===== config.mk =====
export PLATFORM = sky130hd
export DESIGN_NAME = stnp_top
export DESIGN_NICKNAME = d
export VERILOG_FILES = /design/src/hw/stnp_pkg.sv /design/src/hw/stnp_mem_if.sv /design/src/hw/stnp_pkt_mem.sv /design/src/hw/stnp_top.sv
export VERILOG_INCLUDE_DIRS = /design/src /design/src/hw
export SDC_FILE = /design/constraint.sdc
export NUM_CORES = 2
export LEC_CHECK = 0
export ABC_AREA = 1
export BUFFER_PORTS_ARGS = -buffer_cell sky130_fd_sc_hd__buf_2
export CORE_MARGIN = 1.5
export CORE_UTILIZATION = 40
export CTS_BUF_LIST = sky130_fd_sc_hd__clkbuf_4 sky130_fd_sc_hd__clkbuf_8
export CTS_CLUSTER_DIAMETER = 40
export DETAILED_ROUTE_END_ITERATION = 10
export SLEW_MARGIN = 25
export SYNTH_ARGS = -nofsm -noshare
export SYNTH_HDL_FRONTEND = slang
export SYNTH_SLANG_ARGS = --single-unit
export TNS_END_PERCENT = 10

===== constraint.sdc =====
create_clock -name clk -period 6.5 [get_ports clk]
set_input_delay 1.3 -clock clk [delete_from_list [all_inputs] [get_ports clk]]
set_output_delay 1.3 -clock clk [all_outputs]
set_load 0.05 [all_outputs]

===== src/hw/stnp_consts.svh =====
`ifndef STNP_CONSTS_SVH
`define STNP_CONSTS_SVH

// ============================================================
// register byte offsets
`define STNP_ADDR_CTRL      5'h00
`define STNP_ADDR_IDLE      5'h04
`define STNP_ADDR_SEP       5'h08
`define STNP_ADDR_MACLO     5'h0C
`define STNP_ADDR_MACHI     5'h10
`define STNP_ADDR_STAT      5'h14

// ============================================================
// control and status field positions
`define STNP_CTRL_FAST      0
`define STNP_CTRL_SEPEN     1
`define STNP_CTRL_MACEN     2
`define STNP_CTRL_OP_LO     4
`define STNP_CTRL_OP_HI     5
`define STNP_CTRL_LEN_LO    8
`define STNP_CTRL_LEN_HI    10
`define STNP_STAT_BUSY      16

// ============================================================
// writable masks and reset values
`define STNP_CTRL_MASK      32'h00000737
`define STNP_IDLE_MASK      32'h0000FFFF
`define STNP_MACHI_MASK     32'h0000FFFF
`define STNP_CTRL_RST       32'h00000000
`define STNP_IDLE_RST       32'h00000000
`define STNP_SEP_RST        32'h00000000
`define STNP_MAC_RST        32'h00000000

// ============================================================
// timing and sizes
`define STNP_TICK_NS        10000000
`define STNP_CLK_NS         5
`define STNP_HOLD_CYCLES    16
`define STNP_MAX_PKT        512
`define STNP_SEP_MAX        4
`define STNP_MAC_BYTES      6

`endif


===== src/hw/stnp_pkg.sv =====
package stnp_pkg;

// ============================================================
// framer states
typedef enum logic [1:0] {
	ST_COLLECT,
	ST_HOLD,
	ST_SEND,
	ST_MAC
} stnp_state_t;

endpackage : stnp_pkg


===== src/hw/stnp_mem_if.sv =====
`timescale 1ns/1ps

interface stnp_mem_if #(parameter int AW = 9);
	logic          we;
	logic [AW-1:0] waddr;
	logic [7:0]    wdata;
	logic          re;
	logic [AW-1:0] raddr;
	logic [7:0]    rdata;

	modport ctl (output we, waddr, wdata, re, raddr, input rdata);
	modport mem (input we, waddr, wdata, re, raddr, output rdata);
endinterface : stnp_mem_if


===== src/hw/stnp_pkt_mem.sv =====
`timescale 1ns/1ps

module stnp_pkt_mem #(
	parameter int DEPTH = 512,
	parameter int AW    = 9
) (
	input wire logic clk,
	input wire logic rst_n,
	stnp_mem_if.mem  port
);
	logic [7:0] ram [DEPTH];

	// ============================================================
	// storage, no reset so it maps to block ram
	always_ff @(posedge clk) begin
		if (port.we) begin
			ram[port.waddr] <= port.wdata;
		end
	end

	// ============================================================
	// registered read, held until the next read
	always_ff @(posedge clk or negedge rst_n) begin
		if (!rst_n) begin
			port.rdata <= 8'h00;
		end else if (port.re) begin
			port.rdata <= ram[port.raddr];
		end
	end
endmodule : stnp_pkt_mem


===== src/hw/stnp_top.sv =====
// Design decisions made here: the register addresses and the Avalon-MM interface to the registers.
`timescale 1ns/1ps
`include "stnp_consts.svh"

module stnp_top #(
	parameter int DEPTH       = `STNP_MAX_PKT,
	parameter int TICK_CYCLES = `STNP_TICK_NS / `STNP_CLK_NS,
	parameter int HOLD_CYCLES = `STNP_HOLD_CYCLES
) (
	input  wire logic        clk,
	input  wire logic        rst_n,
	input  wire logic [4:0]  avs_address,
	input  wire logic        avs_read,
	input  wire logic        avs_write,
	input  wire logic [31:0] avs_writedata,
	input  wire logic [3:0]  avs_byteenable,
	output logic      [31:0] avs_readdata,
	output logic             avs_waitrequest,
	input  wire logic [7:0]  rx_data,
	input  wire logic        rx_valid,
	output logic             rx_ready,
	output logic      [7:0]  tx_data,
	output logic             tx_valid,
	output logic             tx_last,
	input  wire logic        tx_ready,
	input  wire logic        conn_open
);
	localparam int AW = $clog2(DEPTH);
	localparam int CW = AW + 1;

	stnp_pkg::stnp_state_t st_ff, nxt_st;

	logic [31:0]   ctrl_ff, idle_ff, sep_ff, maclo_ff, machi_ff;
	logic [31:0]   rdata_ff, rd_val;
	logic          wait_ff;
	logic          rx_ready_ff;
	logic [7:0]    tx_data_ff, skid_data_ff;
	logic          tx_valid_ff, tx_last_ff, skid_v_ff, skid_last_ff;
	logic [CW-1:0] cnt_ff, nxt_cnt, rd_ptr_ff;
	logic          rd_pend_ff, rd_last_ff;
	logic [31:0]   tick_cnt_ff;
	logic          tick_ff;
	logic [15:0]   idle_cnt_ff;
	logic [31:0]   hold_cnt_ff;
	logic [31:0]   hist_ff;
	logic [2:0]    hist_n_ff;
	logic [1:0]    tail_ff;
	logic [2:0]    mac_idx_ff;
	logic          mac_pend_ff, nxt_mac_pend;

	logic          accept, push, pop, issue, done;
	logic          src_v, src_l;
	logic [7:0]    src_d;
	logic          close_byte, close_idle, sep_hit, idle_hit;
	logic [2:0]    sep_len;
	logic [1:0]    sep_op;
	logic [31:0]   hist_now;
	logic [3:0]    sep_ok;
	logic [47:0]   mac48;

	stnp_mem_if #(.AW(AW)) mem_bus ();

	stnp_pkt_mem #(
		.DEPTH (DEPTH),
		.AW    (AW)
	) u_mem (
		.clk   (clk),
		.rst_n (rst_n),
		.port  (mem_bus.mem)
	);

	function automatic logic [31:0] stnp_merge(
		input logic [31:0] old_v,
		input logic [31:0] new_v,
		input logic [3:0]  be
	);
		logic [31:0] res;
		res = old_v;
		for (int i = 0; i < 4; i++) begin
			if (be[i]) begin
				res[8*i +: 8] = new_v[8*i +: 8];
			end
		end
		return res;
	endfunction : stnp_merge

	// ============================================================
	// register bus: one wait cycle, then the answer
	logic acc_go, wr_go;
	assign acc_go = (avs_read | avs_write) & wait_ff;
	assign wr_go  = avs_write & ~wait_ff;

	always_ff @(posedge clk or negedge rst_n) begin
		if (!rst_n) begin
			wait_ff <= 1'b1;
		end else begin
			wait_ff <= ~acc_go;
		end
	end

	always_comb begin
		rd_val = 32'h00000000;
		if (avs_address == `STNP_ADDR_CTRL) begin
			rd_val = ctrl_ff;
		end else if (avs_address == `STNP_ADDR_IDLE) begin
			rd_val = idle_ff;
		end else if (avs_address == `STNP_ADDR_SEP) begin
			rd_val = sep_ff;
		end else if (avs_address == `STNP_ADDR_MACLO) begin
			rd_val = maclo_ff;
		end else if (avs_address == `STNP_ADDR_MACHI) begin
			rd_val = machi_ff;
		end else if (avs_address == `STNP_ADDR_STAT) begin
			rd_val = 32'(cnt_ff);
			rd_val[`STNP_STAT_BUSY] = (st_ff != stnp_pkg::ST_COLLECT);
		end
	end

	always_ff @(posedge clk or negedge rst_n) begin
		if (!rst_n) begin
			rdata_ff <= 32'h00000000;
		end else if (acc_go) begin
			rdata_ff <= avs_read ? rd_val : 32'h00000000;
		end
	end

	always_ff @(posedge clk or negedge rst_n) begin
		if (!rst_n) begin
			ctrl_ff  <= `STNP_CTRL_RST;
			idle_ff  <= `STNP_IDLE_RST;
			sep_ff   <= `STNP_SEP_RST;
			maclo_ff <= `STNP_MAC_RST;
			machi_ff <= `STNP_MAC_RST;
		end else if (wr_go) begin
			// interval below twelve is accepted as written
			if (avs_address == `STNP_ADDR_CTRL) begin
				ctrl_ff <= stnp_merge(ctrl_ff, avs_writedata,
					avs_byteenable) & `STNP_CTRL_MASK;
			end else if (avs_address == `STNP_ADDR_IDLE) begin
				idle_ff <= stnp_merge(idle_ff, avs_writedata,
					avs_byteenable) & `STNP_IDLE_MASK;
			end else if (avs_address == `STNP_ADDR_SEP) begin
				sep_ff <= stnp_merge(sep_ff, avs_writedata,
					avs_byteenable);
			end else if (avs_address == `STNP_ADDR_MACLO) begin
				maclo_ff <= stnp_merge(maclo_ff, avs_writedata,
					avs_byteenable);
			end else if (avs_address == `STNP_ADDR_MACHI) begin
				machi_ff <= stnp_merge(machi_ff, avs_writedata,
					avs_byteenable) & `STNP_MACHI_MASK;
			end
		end
	end

	// ============================================================
	// separator match over the newest bytes
	assign sep_len  = (ctrl_ff[`STNP_CTRL_LEN_HI:`STNP_CTRL_LEN_LO] > 3'd4)
		? 3'd4 : ctrl_ff[`STNP_CTRL_LEN_HI:`STNP_CTRL_LEN_LO];
	assign sep_op   = (ctrl_ff[`STNP_CTRL_OP_HI:`STNP_CTRL_OP_LO] == 2'd3)
		? 2'd2 : ctrl_ff[`STNP_CTRL_OP_HI:`STNP_CTRL_OP_LO];
	assign hist_now = {hist_ff[23:0], rx_data};

	genvar k;
	generate
		for (k = 0; k < `STNP_SEP_MAX; k++) begin : g_sep
			logic [2:0] pos;
			assign pos = sep_len - 3'd1 - 3'(k);
			// newest byte meets the last pattern byte
			assign sep_ok[k] = (3'(k) >= sep_len) ||
				(hist_now[8*k +: 8] == sep_ff[{pos[1:0], 3'b000} +: 8]);
		end
	endgenerate

	// history count keeps a stale match from the last packet out
	assign sep_hit = ctrl_ff[`STNP_CTRL_SEPEN] && (sep_len != 3'd0) &&
		(&sep_ok) && (hist_n_ff + 3'd1 >= sep_len);

	// ============================================================
	// ten millisecond tick and idle count
	always_ff @(posedge clk or negedge rst_n) begin
		if (!rst_n) begin
			tick_cnt_ff <= 32'h00000000;
			tick_ff     <= 1'b0;
		end else if (accept && ctrl_ff[`STNP_CTRL_FAST]) begin
			// restart on each byte: exact interval
			tick_cnt_ff <= 32'h00000000;
			tick_ff     <= 1'b0;
		end else if (tick_cnt_ff == 32'(TICK_CYCLES - 1)) begin
			tick_cnt_ff <= 32'h00000000;
			tick_ff     <= 1'b1;
		end else begin
			tick_cnt_ff <= tick_cnt_ff + 32'h00000001;
			tick_ff     <= 1'b0;
		end
	end

	// with fast send off the tick runs free: first step may come early, up to one tick
	always_ff @(posedge clk or negedge rst_n) begin
		if (!rst_n) begin
			idle_cnt_ff <= 16'h0000;
		end else if (accept || st_ff != stnp_pkg::ST_COLLECT) begin
			idle_cnt_ff <= 16'h0000;
		end else if (tick_ff && idle_cnt_ff != 16'hFFFF) begin
			idle_cnt_ff <= idle_cnt_ff + 16'h0001;
		end
	end

	assign idle_hit = (idle_ff[15:0] != 16'h0000) && (cnt_ff != '0) &&
		(idle_cnt_ff >= idle_ff[15:0]);

	// ============================================================
	// packet close decisions
	assign accept = rx_valid & rx_ready_ff;
	assign close_byte = accept && (
		(idle_ff[15:0] == 16'h0000) ||
		(cnt_ff == CW'(DEPTH - 1)) ||
		(sep_hit && sep_op == 2'd0) ||
		(tail_ff == 2'd1));
	assign close_idle = (st_ff == stnp_pkg::ST_COLLECT) && !accept &&
		idle_hit;

	always_ff @(posedge clk or negedge rst_n) begin
		if (!rst_n) begin
			hist_ff   <= 32'h00000000;
			hist_n_ff <= 3'd0;
			tail_ff   <= 2'd0;
		end else if (close_byte) begin
			hist_ff   <= 32'h00000000;
			hist_n_ff <= 3'd0;
			tail_ff   <= 2'd0;
		end else if (accept) begin
			hist_ff <= hist_now;
			if (hist_n_ff != 3'd4) begin
				hist_n_ff <= hist_n_ff + 3'd1;
			end
			if (sep_hit && tail_ff == 2'd0) begin
				tail_ff <= sep_op;
			end else if (tail_ff != 2'd0) begin
				tail_ff <= tail_ff - 2'd1;
			end
		end else if (close_idle) begin
			hist_n_ff <= 3'd0;
			tail_ff   <= 2'd0;
		end
	end

	// ============================================================
	// state machine
	always_comb begin
		nxt_st = st_ff;
		case (st_ff)
			stnp_pkg::ST_COLLECT: begin
				if (close_byte || close_idle) begin
					nxt_st = ctrl_ff[`STNP_CTRL_FAST] ?
						stnp_pkg::ST_SEND : stnp_pkg::ST_HOLD;
				end else if (mac_pend_ff && cnt_ff == '0) begin
					nxt_st = stnp_pkg::ST_MAC;
				end
			end
			stnp_pkg::ST_HOLD: begin
				if (hold_cnt_ff == 32'(HOLD_CYCLES - 1)) begin
					nxt_st = stnp_pkg::ST_SEND;
				end
			end
			stnp_pkg::ST_SEND: begin
				if (done) begin
					nxt_st = mac_pend_ff ? stnp_pkg::ST_MAC
						: stnp_pkg::ST_COLLECT;
				end
			end
			stnp_pkg::ST_MAC: begin
				if (done) begin
					nxt_st = stnp_pkg::ST_COLLECT;
				end
			end
			default: nxt_st = stnp_pkg::ST_COLLECT;
		endcase
	end

	always_ff @(posedge clk or negedge rst_n) begin
		if (!rst_n) begin
			st_ff <= stnp_pkg::ST_COLLECT;
		end else begin
			st_ff <= nxt_st;
		end
	end

	always_ff @(posedge clk or negedge rst_n) begin
		if (!rst_n) begin
			hold_cnt_ff <= 32'h00000000;
		end else if (st_ff == stnp_pkg::ST_HOLD) begin
			hold_cnt_ff <= hold_cnt_ff + 32'h00000001;
		end else begin
			hold_cnt_ff <= 32'h00000000;
		end
	end

	// set wins over the clear taken on entry to the address send
	assign nxt_mac_pend = (conn_open && ctrl_ff[`STNP_CTRL_MACEN]) ||
		(mac_pend_ff && st_ff != stnp_pkg::ST_MAC);

	always_ff @(posedge clk or negedge rst_n) begin
		if (!rst_n) begin
			mac_pend_ff <= 1'b0;
		end else begin
			mac_pend_ff <= nxt_mac_pend;
		end
	end

	// ============================================================
	// fill count and serial back-pressure
	always_comb begin
		nxt_cnt = cnt_ff;
		if (st_ff == stnp_pkg::ST_SEND && done) begin
			nxt_cnt = '0;
		end else if (accept) begin
			nxt_cnt = cnt_ff + CW'(1);
		end
	end

	always_ff @(posedge clk or negedge rst_n) begin
		if (!rst_n) begin
			cnt_ff      <= '0;
			rx_ready_ff <= 1'b0;
		end else begin
			cnt_ff      <= nxt_cnt;
			rx_ready_ff <= (nxt_st == stnp_pkg::ST_COLLECT) &&
				!(nxt_mac_pend && nxt_cnt == '0);
		end
	end

	// ============================================================
	// packet read out and address bytes
	assign mem_bus.we    = accept;
	assign mem_bus.waddr = cnt_ff[AW-1:0];
	assign mem_bus.wdata = rx_data;
	assign issue = (st_ff == stnp_pkg::ST_SEND) && !rd_pend_ff &&
		(rd_ptr_ff < cnt_ff);
	assign mem_bus.re    = issue;
	assign mem_bus.raddr = rd_ptr_ff[AW-1:0];
	assign mac48 = {machi_ff[15:0], maclo_ff};

	always_comb begin
		src_v = 1'b0;
		src_d = 8'h00;
		src_l = 1'b0;
		if (st_ff == stnp_pkg::ST_MAC) begin
			src_v = 1'b1;
			src_d = mac48[8*(`STNP_MAC_BYTES - 1 - 32'(mac_idx_ff)) +: 8];
			src_l = (mac_idx_ff == 3'(`STNP_MAC_BYTES - 1));
		end else if (st_ff == stnp_pkg::ST_SEND) begin
			src_v = rd_pend_ff;
			src_d = mem_bus.rdata;
			src_l = rd_last_ff;
		end
	end

	assign push = src_v & ~skid_v_ff;
	assign done = push & src_l;

	always_ff @(posedge clk or negedge rst_n) begin
		if (!rst_n) begin
			rd_ptr_ff  <= '0;
			rd_pend_ff <= 1'b0;
			rd_last_ff <= 1'b0;
		end else if (issue) begin
			rd_ptr_ff  <= rd_ptr_ff + CW'(1);
			rd_pend_ff <= 1'b1;
			rd_last_ff <= (rd_ptr_ff == cnt_ff - CW'(1));
		end else if (push && st_ff == stnp_pkg::ST_SEND) begin
			rd_pend_ff <= 1'b0;
			if (done) begin
				rd_ptr_ff <= '0;
			end
		end
	end

	always_ff @(posedge clk or negedge rst_n) begin
		if (!rst_n) begin
			mac_idx_ff <= 3'd0;
		end else if (st_ff != stnp_pkg::ST_MAC || done) begin
			mac_idx_ff <= 3'd0;
		end else if (push) begin
			mac_idx_ff <= mac_idx_ff + 3'd1;
		end
	end

	// ============================================================
	// two-entry buffer toward the network side
	assign pop = tx_valid_ff & tx_ready;

	always_ff @(posedge clk or negedge rst_n) begin
		if (!rst_n) begin
			tx_valid_ff  <= 1'b0;
			tx_data_ff   <= 8'h00;
			tx_last_ff   <= 1'b0;
			skid_v_ff    <= 1'b0;
			skid_data_ff <= 8'h00;
			skid_last_ff <= 1'b0;
		end else if (!tx_valid_ff || pop) begin
			if (skid_v_ff) begin
				tx_valid_ff <= 1'b1;
				tx_data_ff  <= skid_data_ff;
				tx_last_ff  <= skid_last_ff;
				skid_v_ff   <= 1'b0;
			end else begin
				tx_valid_ff <= push;
				tx_data_ff  <= src_d;
				tx_last_ff  <= src_l;
			end
		end else if (push) begin
			skid_v_ff    <= 1'b1;
			skid_data_ff <= src_d;
			skid_last_ff <= src_l;
		end
	end

	assign avs_readdata    = rdata_ff;
	assign avs_waitrequest = wait_ff;
	assign rx_ready        = rx_ready_ff;
	assign tx_data         = tx_data_ff;
	assign tx_valid        = tx_valid_ff;
	assign tx_last         = tx_last_ff;
endmodule : stnp_top


# Yosys cells after proc, flatten, opt, wreduce, memory -nomap -nowiden

Memories as Yosys holds them, arrays and structs flattened. A register that Yosys moved wholly into a read port is not among the register bits.
Cells that the tools add are included.

Bits in registers: 296
Memory bits (writable): 4,096
Output and inout bits: 44
Word-level logic and storage cells: 238
Memories kept: 1

$add $sub $neg: 14
Order comparisons: 8
Eq/ne operators: 24
Shift-type cells: 5
Mux-type cells: 57
Bitwise operators: 15
Reductions and logical operators: 77

Memory list:

| memory    | words | width | rd ports | clocked after memory_dff | write ports | line               | RTL |
|---|---|---|---|---|---|---|---|
| u_mem.ram | 512   | 8     | 1        | 1                        | 1           | stnp_pkt_mem.sv:11 | `logic [7:0] ram [DEPTH];` |

Operators with widths:

| operator              | count |
|---|---|
| $mux 32               | 8 |
| $shiftx 32x6->8       | 4 |
| $add 32x1->32 const B | 2 |
| $mux 10               | 5 |
| $mux 24               | 2 |
| $shiftx 48x33->8      | 1 |
| $mux 17               | 2 |
| $eq 32x21->1 const B  | 1 |
| $eq 32x4->1 const B   | 1 |
| $eq 8x8->1            | 4 |
| $mux 16               | 2 |
| $mux 2                | 13 |
| $mux 8                | 3 |
| $reduce_and 6->1      | 4 |
| $logic_and 1x1->1     | 21 |
| $mux 3                | 7 |
| $add 10x1->10 const B | 2 |
| $logic_not 10->1      | 2 |
| $reduce_and 5->1      | 4 |
| $add 16x1->16 const B | 1 |
| $ge 16x16->1          | 1 |
| $logic_not 16->1      | 1 |
| $ne 16x16->1 const B  | 1 |
| $reduce_bool 16->1    | 1 |
| 38 further kinds      | 107 |

# Depth between registers and ports, before layout

Depth after elaboration: 19
Gate-level depth with buffers: 26
Mapped depth without buffers: 23

# Hierarchy

Synthesis repeated with hierarchy kept, for this count alone.

Cell total of the unflattened synthesis: 16,084
Area total of the unflattened synthesis: 182,805.3 um^2

By module, submodules not included:

| module       | times used | cells an instance | area an instance (um^2) |
|---|---|---|---|
| stnp_pkt_mem | 1          | 13,917            | 166,263.2 |
| stnp_top     | 1          | 2,167             | 16,542.1 |

# Worst setup path after synthesis

OpenSTA, ideal clock, no wires.

Path type: input to register
Start point: input port rx_valid
End point: memory u_mem.ram[272][0], enable pin
Library setup time: 0.370 ns
Data arrival time: 2.732 ns
Path slack: 3.398 ns
Stages: 7
Buffers on the path: 3
Cells stage by stage: nand2_1 -> clkbuf_1 -> inv_1 -> clkbuf_1 -> nand2_1 -> clkbuf_1 -> nor2_1

Word-level cells in the longest chain between the ends: 3

Ends and longest elaborated chain:

| element                      | line               | RTL |
|---|---|---|
| start: declaration           | stnp_top.sv:20     | `input wire logic rx_valid,` |
| $and 1x1->1                  | stnp_top.sv:213    | `assign accept = rx_valid & rx_ready_ff;` |
| $mux 1                       | stnp_pkt_mem.sv:16 | `if (port.we) begin` |
| $mux 1 (implied by the code) | stnp_pkt_mem.sv:17 | `ram[port.waddr] <= port.wdata;` |
| end: declaration             | stnp_pkt_mem.sv:11 |  |

Every way passes these cells.

# Worst setup path in the final report

Start point: register rd_ptr_ff[0]
End point: register u_mem.port.rdata[3] (read register of u_mem.ram)

Word-level cells in the longest chain between the ends: 2

Ends and longest elaborated chain:

| element                  | line              | RTL |
|---|---|---|
| start: declaration       | stnp_top.sv:39    | `logic [CW-1:0] cnt_ff, nxt_cnt, rd_ptr_ff;` |
| start signal: assignment | stnp_top.sv:367   | `rd_ptr_ff <= rd_ptr_ff + CW'(1);` |
| $lt 10x10->1             | stnp_top.sv:338   | `(rd_ptr_ff < cnt_ff);` |
| $logic_and 1x1->1        | stnp_top.sv:337   | `assign issue = (st_ff == stnp_pkg::ST_SEND) && !rd_pend_ff &&` |
| end: declaration         | stnp_mem_if.sv:12 | `modport mem (input we, waddr, wdata, re, raddr, output rdata);` |

Parallel ways exist; a longest one is shown, timed or not.
A chain may end at the register's enable or synchronous reset.

==> flow_summary.rst <==
.. list-table::
   :header-rows: 1

   * - Metric
     - Value
   * - Path type of the worst setup path
     - reg -> reg
   * - Initial core utilization
     - 40.2%
   * - Routed Antenna Nets
     - 0
   * - Number of buffers on the longest clock path
     - 4
   * - Reg2reg path depth
     - 14
   * - Combined area of all synthesized cells
     - 179000 sq um
   * - DRT Wirelength
     - 541000 um
   * - Number of core rows
     - around 250
   * - Area delta synth->final
     - 11.4%
   * - Setup repair after global routing missed its margin
     - no
   * - Share of synthesized area occupied by flip-flops and latches
     - 73.0%
   * - DIE HEIGHT
     - 672 um
   * - Proportion of register bits with asynchronous set or reset after synthesis
     - 6.91%
   * - Max Fclk
     - 222 MHz
   * - Die Span X
     - around 670 um
   * - Worst setup EP type
     - flip-flop
   * - Layout cell share with drive strength beyond 1
     - 9.80%
   * - Startpoint of the most critical register-to-register path
     - rd_ptr_ff[0]$_DFFE_PN0P_
   * - Fill cell total of the finished layout
     - slightly above 40000
   * - Most area-consuming cells after synthesis
     - sky130_fd_sc_hd__edfxtp_1 69%, sky130_fd_sc_hd__o21ai_0 7.2%, sky130_fd_sc_hd__nor2_1 6.6%
   * - Hold path startpoint
     - avs_writedata[22]
   * - Number of DRC violations after detailed routing
     - 0
   * - Average wire per standard cell
     - 25.4 um
   * - Worst R2R End
     - u_mem.port.rdata[3]$_DFFE_PN0P_
   * - Die area
     - 451000 sq um
   * - Area inside the core boundary
     - 445000 sq um
   * - Standby leakage power
     - between 60 and 70 nW
   * - Endpoint arrival time on the critical path
     - ~5.7 ns
   * - Syn Inst Count
     - 14818
   * - First-pass GRT wire length
     - 788000 um
   * - Max Cap Viol
     - 0
   * - Sum of negative setup slack
     - 0 ns
   * - Hold-critical path endpoint
     - sep_ff[22]$_DFFE_PN0P_
   * - Number of antenna violations at the first check in global routing
     - 29
   * - Count of port buffers added during placement
     - 99
   * - R2R Setup Slk
     - roughly 2.0 ns
   * - Yosys cell types
     - 60
   * - CP required
     - ~7.7 ns
   * - Final clock skew
     - 0.0627 ns
   * - DRT iter0 DRCs
     - 16213
   * - Worst hold slack across all endpoints
     - 0.325 ns
   * - Final hold vios
     - 0
   * - Category of the worst setup path launch point
     - flip-flop
   * - Post-placement setup slack
     - between 1.5 and 2 ns
   * - Largest net degree at the start of global routing
     - 206
   * - Run status
     - completed
   * - Clock Root Buffer
     - sky130_fd_sc_hd__clkbuf_8
   * - Worst skew pair latency
     - 1.29 ns
   * - TritonCTS clock tree
     - yes
   * - Total routing usage reported by global routing
     - 23.1%
   * - Headroom to the max-slew limit
     - 25.3%
   * - Number of enable flip-flop cells after synthesis
     - 4096
   * - # H-tree levels
     - 6
   * - Congestion Overflow GR
     - 0
   * - Class of the tightest hold or removal check
     - in -> reg
   * - Number of pins with negative max-slew slack in the final report
     - 0
   * - Transition at the pin with the smallest max-transition slack
     - ~1.1 ns
   * - Worst IR drop on VDD
     - roughly 0.48 mV
   * - Number of buffers created by CTS
     - 711
   * - Leading register cell type out of synthesis
     - sky130_fd_sc_hd__edfxtp_1
   * - DR vias/cell
     - 5.75
   * - Post-route clock period utilization
     - 69.4%
   * - Sinks on Clock Net
     - 4400
   * - Ports
     - 100
   * - Last weighted congestion value of the routability-driven placer
     - around 0.91
   * - Final worst slack
     - 1.99 ns
   * - Synth Register Bits
     - 4400
   * - Vias in the first global route
     - 117856
   * - HPWL reported at the end of detailed placement
     - 314000 um
   * - Clock period minus worst slack
     - 4.51 ns
   * - Avg Inst Size Synth
     - 12.1 sq um
   * - Post-CTS setup buffer count
     - 0
   * - Syn. warnings
     - 0
   * - Synthesized Nets
     - 14920
   * - Total power density per cell area
     - between 300 and 400 nW/um^2
   * - Cell depth of the worst hold path
     - 3
   * - Total via count in the routed design
     - 122453
   * - Net total in the final layout
     - 14882
   * - Drt pass-1 iters
     - 9
   * - Clk pin slew, worst setup/hold paths
     - 0.06 ns
   * - Post-cts repair resize count
     - 0
   * - Total setup violations reported at the end of the flow
     - 0
   * - Worst Path Max Fanout
     - between 90 and 100
   * - Library cell occupying the most area in the post-synthesis netlist
     - sky130_fd_sc_hd__edfxtp_1
   * - Area share of the largest cell type after synthesis
     - 68.7%
-- worst max-delay path, stage by stage, from the launching register on --
cell and delay [ns]:
sky130_fd_sc_hd__dfrtp_4 0.76, sky130_fd_sc_hd__inv_8 0.72, sky130_fd_sc_hd__buf_4 0.56, sky130_fd_sc_hd__o21ai_0 0.18, sky130_fd_sc_hd__o22ai_1 0.24, sky130_fd_sc_hd__o21ai_0 0.19
sky130_fd_sc_hd__o22ai_1 0.32, sky130_fd_sc_hd__nand2_1 0.09, sky130_fd_sc_hd__nand3_1 0.15, sky130_fd_sc_hd__nand3_1 0.36, sky130_fd_sc_hd__nand3_1 0.22, sky130_fd_sc_hd__nand2_1 0.21
sky130_fd_sc_hd__nand2_1 0.12, sky130_fd_sc_hd__nand2_1 0.07, sky130_fd_sc_hd__o21ai_1 0.11
-- cell type report --
| class | count | area (sq um) | share of cell area [%] |
|---|---|---|---|
| timing repair buffer | 305 | 2860 | 1.43 |
| multi-input combinational | 9080 | 43100 | 21.6 |
| clock inverter | 329 | 2640 | 1.32 |
| sequential | 4400 | 131000 | 65.5 |
| tap | 5928 | 7420 | 3.72 |
| antenna | 15 | 37.5 | 0.0188 |
| inverter | 282 | 1090 | 0.549 |
| clock buffer | 939 | 11600 | 5.82 |
-- cell usage after synthesis, drive strengths merged, types with 4 or more instances --
cell type  instances
a211oi             5
a21oi            138
a22o               9
a31oi              9
a32oi              6
and3               4
buf              330
clkbuf           726
clkinv            11
dfrtp            303
edfxtp          4096
ha                46
inv              271
mux2               8
mux2i             16
nand2           1057
nand3            447
nand4             22
nor2            3151
nor3              61
nor4              27
o2111ai            8
o211ai            34
o21a              10
o21ai           2691
o221ai             4
o22ai           1249
o31ai             18
or2               12
xnor2              5
xor2              27
-- sequential cells by signal, summed over array words and instances (netlist names), 10 cells and up --
register / cells
u_mem.ram: 4096
avs_readdata: 32
hold_cnt_ff: 32
maclo_ff: 32
sep_ff: 32
tick_cnt_ff: 32
hist_ff: 24
idle_cnt_ff: 16
idle_ff: 16
machi_ff: 16
cnt_ff: 10
rd_ptr_ff: 10
-- placed cells by master (no fill, tap or decap), types with 76 or more instances in the layout --
cell	synthesis	layout
sky130_fd_sc_hd__clkbuf_8	0	727
sky130_fd_sc_hd__o22ai_1	1249	1249
sky130_fd_sc_hd__clkinv_1	11	165
sky130_fd_sc_hd__clkbuf_4	0	212
sky130_fd_sc_hd__o21ai_1	122	121
sky130_fd_sc_hd__o21ai_0	2569	2569
sky130_fd_sc_hd__clkinv_2	0	76
sky130_fd_sc_hd__nor2_1	3143	3138
sky130_fd_sc_hd__dfrtp_1	303	296
sky130_fd_sc_hd__nand2_1	1050	1033
sky130_fd_sc_hd__nand3_1	439	439
sky130_fd_sc_hd__buf_4	24	147
sky130_fd_sc_hd__inv_1	262	261
sky130_fd_sc_hd__a21oi_1	138	138
sky130_fd_sc_hd__buf_2	241	90
sky130_fd_sc_hd__edfxtp_1	4096	4096
-- power breakdown --
| part | total (mW) | internal (mW) | leakage (nW) | switching (mW) |
|---|---|---|---|---|
| clock | 24.3 | 12.9 | 7.47 | 11.4 |
| sequential | 31.8 | 31.3 | 40.9 | 0.556 |
| combinational | 22.9 | 6.19 | 16.9 | 16.7 |
-- stage by stage --
stage / instances / utilization, % / power [mW] / instance area, sq um
finish: 21278 / 44.8 / 79.0 / 199000
detailed placement: 19994 / 41.6 / 54.9 / 185000
floorplan: 14818 / - / 46.8 / 179000
global placement: 19994 / 41.5 / 55.0 / 185000
global route: 21267 / 44.8 / 82.4 / 199000
CTS: 21263 / 44.8 / 79.0 / 199000
-- layer usage --
metal	GRT usage [%]	share of wire, %
met1	32.4	41
met2	36.2	46
met3	4.64	9.7
met4	7.79	3.4
met5	0	0.068
-- logic make-up (layout without fill, tap and decap cells) --
group,count (synthesis),count (layout),synth area share (%)
simple gates,4785,4785,10.6
flops,4400,4400,73.0
compound gates,4193,4193,12.8
buf+inv,1338,1855,3.06
fa+ha+maj,46,46,0.322
xor+xnor,32,32,0.157
mux,24,24,0.140
other cells,0,15,0
-- worst max-delay path by stage --
stage / startpoint / endpoint / slack, ns / cells past startpoint
floorplan: rx_valid / u_mem.ram[272][0]$_DFFE_PP_ / 3.40 / 7
global placement: rx_valid / u_mem.ram[368][0]$_DFFE_PP_ / 1.63 / 7
detailed placement: rx_valid / u_mem.ram[320][3]$_DFFE_PP_ / 1.54 / 7
CTS: rd_ptr_ff[0]$_DFFE_PN0P_ / u_mem.port.rdata[0]$_DFFE_PN0P_ / 2.08 / 14
global route: rd_ptr_ff[0]$_DFFE_PN0P_ / u_mem.port.rdata[2]$_DFFE_PN0P_ / 1.73 / 12
finish: rd_ptr_ff[0]$_DFFE_PN0P_ / u_mem.port.rdata[3]$_DFFE_PN0P_ / 1.99 / 14
-- repair_timing --
item / 4_1_cts / 5_1_grt
hold buffers: 1 / 0
hold endpoints to repair: 7 / 0
endpoints found under the setup margin: 0 / 0
(Power assumes the default switching activity.)
